===== src/common/rag_consts.svh =====
`ifndef RAG_CONSTS_SVH
`define RAG_CONSTS_SVH
`define RAG_WORD_W 10
`define RAG_PC_W 14
`define RAG_RAM_W 10
`define RAG_SCRATCH_BASE 10'h040
`define RAG_PAGE_LSB 8
`define RAG_ZP_W 6
`define RAG_ACC_BIT 8
`define RAG_PORT_BIT 9
`define RAG_PC_RST 14'h0000
`define RAG_NIB_RST 4'h0
`define RAG_PC_ONE 14'h0001
`endif


===== src/common/rag_pkg.sv =====
package rag_pkg;
  typedef enum logic [3:0] {
    RAG_OP_NONE,
    RAG_OP_INDIRECT,
    RAG_OP_DIRECT,
    RAG_OP_LOAD_SCRATCH,
    RAG_OP_SWAP_SCRATCH,
    RAG_OP_LONG_JUMP,
    RAG_OP_LONG_BRANCH,
    RAG_OP_LONG_CALL,
    RAG_OP_PAGE_BRANCH,
    RAG_OP_ZERO_CALL,
    RAG_OP_TABLE_BRANCH,
    RAG_OP_TABLE_FETCH
  } rag_op_t;
  typedef enum logic [1:0] {
    RAG_ST_FIRST,
    RAG_ST_SECOND,
    RAG_ST_FETCH
  } rag_state_t;
endpackage


===== src/rtl/rag_addr_gen.sv =====
// Function
// - every instruction and operand word is handled as ten bits
// - indirect RAM address joins high, mid and low index registers
// - direct RAM address is the whole ten-bit second word
// - scratch digits sit at 040 to 04F, reached by load and swap ops
// - long jump, branch and call load all fourteen pc bits
// - rom is 64 pages of 256 words; low eight bits select the word
// - page branch loads low eight pc bits, takes page bits from the incremented pc
// - page branch at page end lands in next page via incremented pc
// - zero-page call loads pc bits 5..0 and clears 13..6
// - table branch target from immediate, accumulator and aux nibble
// - table fetch with bit 8 set loads accumulator and aux nibble
// - table fetch with bit 9 set loads both port output registers
// - both bits set update all four registers together
// - table fetch leaves pc at its sequential advance only
`timescale 1ns/1ps
`include "rag_consts.svh"
module rag_addr_gen
  import rag_pkg::*;
#(
  parameter int PC_W = `RAG_PC_W
) (
  input wire logic sys_clk,
  input wire logic sys_rst,
  input wire logic instr_valid,
  input wire logic [`RAG_WORD_W-1:0] instr_word,
  input wire rag_op_t instr_op,
  input wire logic [3:0] addr_high_reg,
  input wire logic [3:0] addr_mid_reg,
  input wire logic [1:0] addr_low_reg,
  input wire logic [3:0] acc_in,
  input wire logic [3:0] aux_in,
  input wire logic rom_data_valid,
  input wire logic [`RAG_WORD_W-1:0] rom_data,
  output logic [PC_W-1:0] pc,
  output logic [PC_W-1:0] rom_addr,
  output logic rom_rd,
  output logic [`RAG_RAM_W-1:0] ram_addr,
  output logic ram_addr_valid,
  output logic busy,
  output logic acc_we,
  output logic [3:0] acc_out,
  output logic [3:0] aux_out,
  output logic [3:0] port_one_out_reg,
  output logic [3:0] port_two_out_reg
);
  // table and long targets are laid out for exactly fourteen bits
  if (PC_W != `RAG_PC_W) begin : g_bad_pc_w
    $error("pc width must be 14");
  end

  function automatic logic [PC_W-1:0] table_addr(input logic [3:0] imm,
      input logic [3:0] aux, input logic [3:0] acc);
    table_addr = {{(PC_W-12){1'b0}}, imm, aux, acc};
  endfunction

  rag_state_t state;
  rag_op_t held_op;
  wire logic take = instr_valid && (state == RAG_ST_FIRST);
  wire logic take2 = instr_valid && (state == RAG_ST_SECOND);
  wire logic [PC_W-1:0] pc_inc = pc + `RAG_PC_ONE;
  wire logic two_word = (instr_op == RAG_OP_DIRECT) || (instr_op == RAG_OP_LONG_JUMP)
    || (instr_op == RAG_OP_LONG_BRANCH) || (instr_op == RAG_OP_LONG_CALL);
  wire logic [PC_W-1:0] page_target =
    {pc_inc[PC_W-1:`RAG_PAGE_LSB], instr_word[7:0]};
  wire logic [PC_W-1:0] zp_target =
    {{(PC_W-`RAG_ZP_W){1'b0}}, instr_word[`RAG_ZP_W-1:0]};
  wire logic [PC_W-1:0] tbl = table_addr(instr_word[3:0], aux_in, acc_in);
  wire logic [`RAG_RAM_W-1:0] ind_addr =
    {addr_high_reg, addr_mid_reg, addr_low_reg};
  wire logic [`RAG_RAM_W-1:0] scr_addr =
    `RAG_SCRATCH_BASE | {6'h00, instr_word[3:0]};
  wire logic fetch_acc = rom_data[`RAG_ACC_BIT];
  wire logic fetch_port = rom_data[`RAG_PORT_BIT];
  logic [3:0] long_hi;

  always_ff @(posedge sys_clk) begin
    if (sys_rst) begin
      state <= RAG_ST_FIRST;
      held_op <= RAG_OP_NONE;
      long_hi <= `RAG_NIB_RST;
      pc <= `RAG_PC_RST;
      rom_addr <= `RAG_PC_RST;
      rom_rd <= 1'b0;
      ram_addr <= '0;
      ram_addr_valid <= 1'b0;
      busy <= 1'b0;
      acc_we <= 1'b0;
      acc_out <= `RAG_NIB_RST;
      aux_out <= `RAG_NIB_RST;
      port_one_out_reg <= `RAG_NIB_RST;
      port_two_out_reg <= `RAG_NIB_RST;
    end else begin
      ram_addr_valid <= 1'b0;
      rom_rd <= 1'b0;
      acc_we <= 1'b0;
      unique case (state)
        RAG_ST_FIRST: begin
          if (take) begin
            pc <= pc_inc;
            held_op <= instr_op;
            long_hi <= instr_word[3:0];
            unique case (instr_op)
              RAG_OP_INDIRECT: begin
                ram_addr <= ind_addr;
                ram_addr_valid <= 1'b1;
              end
              RAG_OP_LOAD_SCRATCH, RAG_OP_SWAP_SCRATCH: begin
                ram_addr <= scr_addr;
                ram_addr_valid <= 1'b1;
              end
              RAG_OP_PAGE_BRANCH: pc <= page_target;
              RAG_OP_ZERO_CALL: pc <= zp_target;
              RAG_OP_TABLE_BRANCH: pc <= tbl;
              RAG_OP_TABLE_FETCH: begin
                rom_addr <= tbl;
                rom_rd <= 1'b1;
                busy <= 1'b1;
                state <= RAG_ST_FETCH;
              end
              default: begin
                if (two_word) begin
                  busy <= 1'b1;
                  state <= RAG_ST_SECOND;
                end
              end
            endcase
          end
        end
        RAG_ST_SECOND: begin
          if (take2) begin
            busy <= 1'b0;
            state <= RAG_ST_FIRST;
            if (held_op == RAG_OP_DIRECT) begin
              pc <= pc_inc;
              ram_addr <= instr_word;
              ram_addr_valid <= 1'b1;
            end else begin
              pc <= {long_hi, instr_word};
            end
          end
        end
        RAG_ST_FETCH: begin
          // pc untouched while the table word is read
          if (rom_data_valid) begin
            busy <= 1'b0;
            state <= RAG_ST_FIRST;
            if (fetch_acc) begin
              acc_we <= 1'b1;
              acc_out <= rom_data[3:0];
              aux_out <= rom_data[7:4];
            end
            if (fetch_port) begin
              port_one_out_reg <= rom_data[3:0];
              port_two_out_reg <= rom_data[7:4];
            end
          end
        end
      endcase
    end
  end

  a_long_jump_load: assert property (@(posedge sys_clk) disable iff (sys_rst)
    (take2 && held_op != RAG_OP_DIRECT) |=> pc == $past({long_hi, instr_word}))
    else $error("long jump target wrong");
  a_page_branch_pc: assert property (@(posedge sys_clk) disable iff (sys_rst)
    (take && instr_op == RAG_OP_PAGE_BRANCH) |=>
    pc[PC_W-1:8] == $past(pc_inc[PC_W-1:8]) && pc[7:0] == $past(instr_word[7:0]))
    else $error("page branch target wrong");
  a_zero_call_pc: assert property (@(posedge sys_clk) disable iff (sys_rst)
    (take && instr_op == RAG_OP_ZERO_CALL) |=>
    pc[PC_W-1:6] == '0 && pc[5:0] == $past(instr_word[5:0]))
    else $error("zero page call target wrong");
  a_table_branch_pc: assert property (@(posedge sys_clk) disable iff (sys_rst)
    (take && instr_op == RAG_OP_TABLE_BRANCH) |=>
    pc == {2'b00, $past(instr_word[3:0]), $past(aux_in), $past(acc_in)})
    else $error("table branch target wrong");
  a_fetch_addr_form: assert property (@(posedge sys_clk) disable iff (sys_rst)
    (take && instr_op == RAG_OP_TABLE_FETCH) |=> rom_rd && busy &&
    rom_addr == {2'b00, $past(instr_word[3:0]), $past(aux_in), $past(acc_in)})
    else $error("table fetch address wrong");
  a_fetch_pc_seq: assert property (@(posedge sys_clk) disable iff (sys_rst)
    (take && instr_op == RAG_OP_TABLE_FETCH) |=> pc == $past(pc_inc))
    else $error("table fetch moved pc");
  a_fetch_pc_hold: assert property (@(posedge sys_clk) disable iff (sys_rst)
    (state == RAG_ST_FETCH) |=> $stable(pc))
    else $error("pc moved during table fetch");
  a_fetch_port_load: assert property (@(posedge sys_clk) disable iff (sys_rst)
    (state == RAG_ST_FETCH && rom_data_valid && fetch_port) |=>
    port_two_out_reg == $past(rom_data[7:4]) &&
    port_one_out_reg == $past(rom_data[3:0]))
    else $error("port registers not loaded");
  a_port_hold: assert property (@(posedge sys_clk) disable iff (sys_rst)
    (state == RAG_ST_FETCH && rom_data_valid && !fetch_port) |=>
    $stable(port_one_out_reg) && $stable(port_two_out_reg))
    else $error("port registers changed without bit 9");
  a_fetch_acc_load: assert property (@(posedge sys_clk) disable iff (sys_rst)
    (state == RAG_ST_FETCH && rom_data_valid) |=> acc_we == $past(fetch_acc))
    else $error("accumulator write mismatch");
  a_fetch_acc_data: assert property (@(posedge sys_clk) disable iff (sys_rst)
    (state == RAG_ST_FETCH && rom_data_valid && fetch_acc) |=>
    aux_out == $past(rom_data[7:4]) && acc_out == $past(rom_data[3:0]))
    else $error("accumulator data wrong");
  a_both_bits_load: assert property (@(posedge sys_clk) disable iff (sys_rst)
    (state == RAG_ST_FETCH && rom_data_valid && fetch_acc && fetch_port) |=>
    acc_we && {aux_out, acc_out} == $past(rom_data[7:0]) &&
    {port_two_out_reg, port_one_out_reg} == $past(rom_data[7:0]))
    else $error("combined table load wrong");
  a_indirect_addr: assert property (@(posedge sys_clk) disable iff (sys_rst)
    (take && instr_op == RAG_OP_INDIRECT) |=>
    ram_addr_valid && ram_addr == $past(ind_addr))
    else $error("indirect address wrong");
  a_direct_addr: assert property (@(posedge sys_clk) disable iff (sys_rst)
    (take2 && held_op == RAG_OP_DIRECT) |=> ram_addr_valid && ram_addr == $past(instr_word))
    else $error("direct address wrong");
  a_scratch_range: assert property (@(posedge sys_clk) disable iff (sys_rst)
    (take && (instr_op == RAG_OP_SWAP_SCRATCH || instr_op == RAG_OP_LOAD_SCRATCH)) |=>
    ram_addr_valid && ram_addr[9:4] == 6'h04 && ram_addr[3:0] == $past(instr_word[3:0]))
    else $error("scratch address out of range");
  a_seq_advance: assert property (@(posedge sys_clk) disable iff (sys_rst)
    (take && instr_op == RAG_OP_INDIRECT) |=> pc == $past(pc_inc))
    else $error("pc did not advance");
endmodule


===== config.mk =====
export PLATFORM = sky130hd
export DESIGN_NAME = rag_addr_gen
export DESIGN_NICKNAME = d
export VERILOG_FILES = /design/src/common/rag_pkg.sv /design/src/rtl/rag_addr_gen.sv
export VERILOG_INCLUDE_DIRS = /design/src /design/src/common
export SDC_FILE = /design/constraint.sdc
export NUM_CORES = 1
export LEC_CHECK = 0
export CELL_PAD_IN_SITES_DETAIL_PLACEMENT = 1
export CELL_PAD_IN_SITES_GLOBAL_PLACEMENT = 1
export CORE_MARGIN = 2
export CORE_UTILIZATION = 37
export CTS_CLUSTER_SIZE = 16
export DETAILED_ROUTE_END_ITERATION = 10
export DONT_BUFFER_PORTS = 1
export GPL_TIMING_DRIVEN = 0
export HOLD_SLACK_MARGIN = 0.03
export PLACE_DENSITY = 0.74
export SYNTH_ARGS = -nofsm -noshare
export SYNTH_HDL_FRONTEND = slang
export SYNTH_SLANG_ARGS = --single-unit

===== constraint.sdc =====
create_clock -name sys_clk -period 4.17 [get_ports sys_clk]
set_input_delay 0.417 -clock sys_clk [delete_from_list [all_inputs] [get_ports sys_clk]]
set_output_delay 0.417 -clock sys_clk [all_outputs]
set_load 0.01 [all_outputs]

==> impl_metrics.toml <==
[global_routing]
grt_antenna_before_repair = 0
overflow = 0
grt_pass1_vias = 3024
grt_max_degree = 14
grt_pass1_wl_um = 16000
grt_usage_pct = 21.5

[finish]
largest_reg_flops = 14
fill_cells = 1037
final_layout_size_suffix_gt1_share_pct = 11.5
seqCellArea_um2 = 1320
multi_input_area_um2 = 1720
nets = 446
reg.largest.list = "pc (14), rom_addr (12), ram_addr (10)"
stdcell_area_um2 = 3580
top_register = "pc"
n_antenna_cell = 0
syn_to_final_growth_pct = 11.3

[critical_path]
cp_cell_sequence = "inv_1, ha_1, buf_2, o21ai_1, clkbuf_1, nor2_1, o221ai_1, o22a_1, o22ai_1"
arrival_ns = 2.44
critPathCaptureType = "register"
crit_type = "register to register"
crit_family = "buffers and inverters"
crit_buf_inv = 3
slowest_delay_ns = 0.44
start_kind = "register"
crit_required_ns = 4.40
cp_max_fo = 10
crit_slowest_cell = "clkbuf_1"

[floorplanning]
chipWidth_um = 97.3
core_region_area_um2 = 8590
start_util_pct = 37.4
dieArea_um2 = 9460
io_pins = 104
fp-row-count = 34
die_h_um = 97.3

[place]
place_hpwl_um = 7460
routabilityCongestion = 0.854
port_buffers = 0
placed_area_um2 = 3360

[cts]
cts_root_buffer = "clkbuf_8"
path_clk_slew_ns = 0.08
clk_latency_ns = 0.35
cts_inserted_buffers = 9
ctsHoldBuffers = 0
cts_resized = 0
postCtsSetupBuffers = 0
h-tree-depth = 3
cts_sinks = 66
cts_tree = "yes"
ctsLongestPathBuffers = 2

[synthesis]
ys_seq_area_share_pct = 41.1
async_reset_ff_share_pct = 0
synth_edf_count = 0
yosysMostFrequentCell = "dfxtp_1"
synthFlopType = "dfxtp_1"
ys_seq_elements = 66
yosysWarnings = 0
yosys-top-cells-count = "66 x dfxtp_1, 64 x nand2_1, 41 x a21oi_1"
yosys-top-cells-area = "dfxtp_1 41%, nand2_1 7.5%, a21oi_1 6.4%, mux2i_1 4.4%, nor2_1 4.0%"
syn_area_per_cell_um2 = 8.38
synth_largest_area_cell = "dfxtp_1"
ys_types = 64
synth_top_area_share_pct = 41.1
syn-cell-area_um2 = 3220
synth_cells = 384

[run_status]
status = "finished, final reports clean"

[route]
drt-initial-drc-count = 103
routed_wl_um = 9930
drt_pass1_iterations = 4
drt-vias-per-instance = 5.73
vias = 2915
drcViolationCount = 0
wl_per_cell_um = 19.5
antenna_left = 0

[timing]
final.setup.tns_ns = 0
slew_headroom_pct = 57.1
slew_violations = 0
tightest_slew_ns = 0.644
fmaxAchievable_mhz = 454
hold_violations = 0
grt_setup_unrepaired = "false"
fin_crit_sh_pct = 52.9
clock_skew_ns = 0.0104
finalCriticalPeriod_ns = 2.20
setup_violations = 0

[job]
max_cap_viol_count = 0

[power_and_ir_drop]
max-vdd-ir-drop_mv = 0.166
power_density_nw_per_um2 = 458
cellLeakagePower_nw = 1.31

[worst_hold_path]
hold_class = "input pin to register"
where the power goes:
part	switching (mW)	internal, mW
Combinational	0.181	0.114
Clock	0.276	0.342
Sequential	0.0554	0.672
path summary, 6_finish.rpt:
kind                            slack [ns]               startpoint                 endpoint  cells past startpoint
worst max-delay path                  1.97    state[0]$_SDFFE_PP0P_       pc[2]$_SDFFE_PP0P_                      9
worst min-delay path                  0.19              rom_data[2]  acc_out[2]$_SDFFE_PP0P_                      2
worst max register to register        1.97    state[0]$_SDFFE_PP0P_       pc[2]$_SDFFE_PP0P_                      9
worst min register to register        0.47  long_hi[0]$_SDFFE_PP0P_  long_hi[0]$_SDFFE_PP0P_                      2
cell families (layout without fill, tap and decap cells):
group                      after synthesis  count (layout)  share of synthesized area, %
muxes                                   14              14                          4.35
other                                    1               2                         0.117
adders and majority gates                4               4                          1.56
AOI/OAI and AO/OA                      103             103                          22.8
xor gates and xnor gates                 4               4                          1.09
buffers and inverters                   37              53                          5.68
and+or+nand+nor                        155             155                          23.3
DFF                                     66              66                          41.1
routing by layer:
layer | vias up | part of all wire [%] | global-route usage (%)
met4 | 0 | 2.6 | 9.83
met1 | 1410 | 41 | 24.9
met3 | 20 | 6.8 | 5.97
li1 | 1392 | - | -
met2 | 93 | 49 | 36.7
met5 | - | 0 | 0
layout make-up:
class                           instances  share of cell area, %
Tap cell                              108                   3.77
Multi-Input combinational cell        282                   48.0
Clock buffer                            9                   3.46
Sequential cell                        66                   36.9
Inverter                               10                   1.05
Clock inverter                          7                   2.80
Buffer                                 27                   4.05
stage by stage:
stage	total power, mW	util (%)	hold WS (ns)	instances	setup slack, ns
3_5_place_dp	1.04	39.1	0.455	493	2.00
5_1_grt	1.72	41.7	0.177	509	1.72
4_1_cts	1.65	41.7	0.178	509	1.97
3_3_place_gp	1.02	39.1	0.450	493	2.07
6_report	1.64	41.7	0.191	509	1.97
2_1_floorplan	0.961	-	0.437	385	2.29
layout by cell type, fill, tap and decap left out, types with 9 or more instances in the layout:
cell type,instances
clkbuf_1,9
nor3_1,11
clkbuf_8,9
mux2i_1,14
inv_1,10
nand3_1,15
dfxtp_1,66
nor2_1,34
nand2_1,64
a21oi_1,41
worst register-to-register path, delay by kind of cell (launching register included):
kind / cells / cell delay [ns]
compound gates: 4 / 0.66
fa+ha+maj: 1 / 0.18
buf+inv: 3 / 0.68
flops: 1 / 0.36
simple gates: 1 / 0.20
Power figures use the tool's default switching activity.
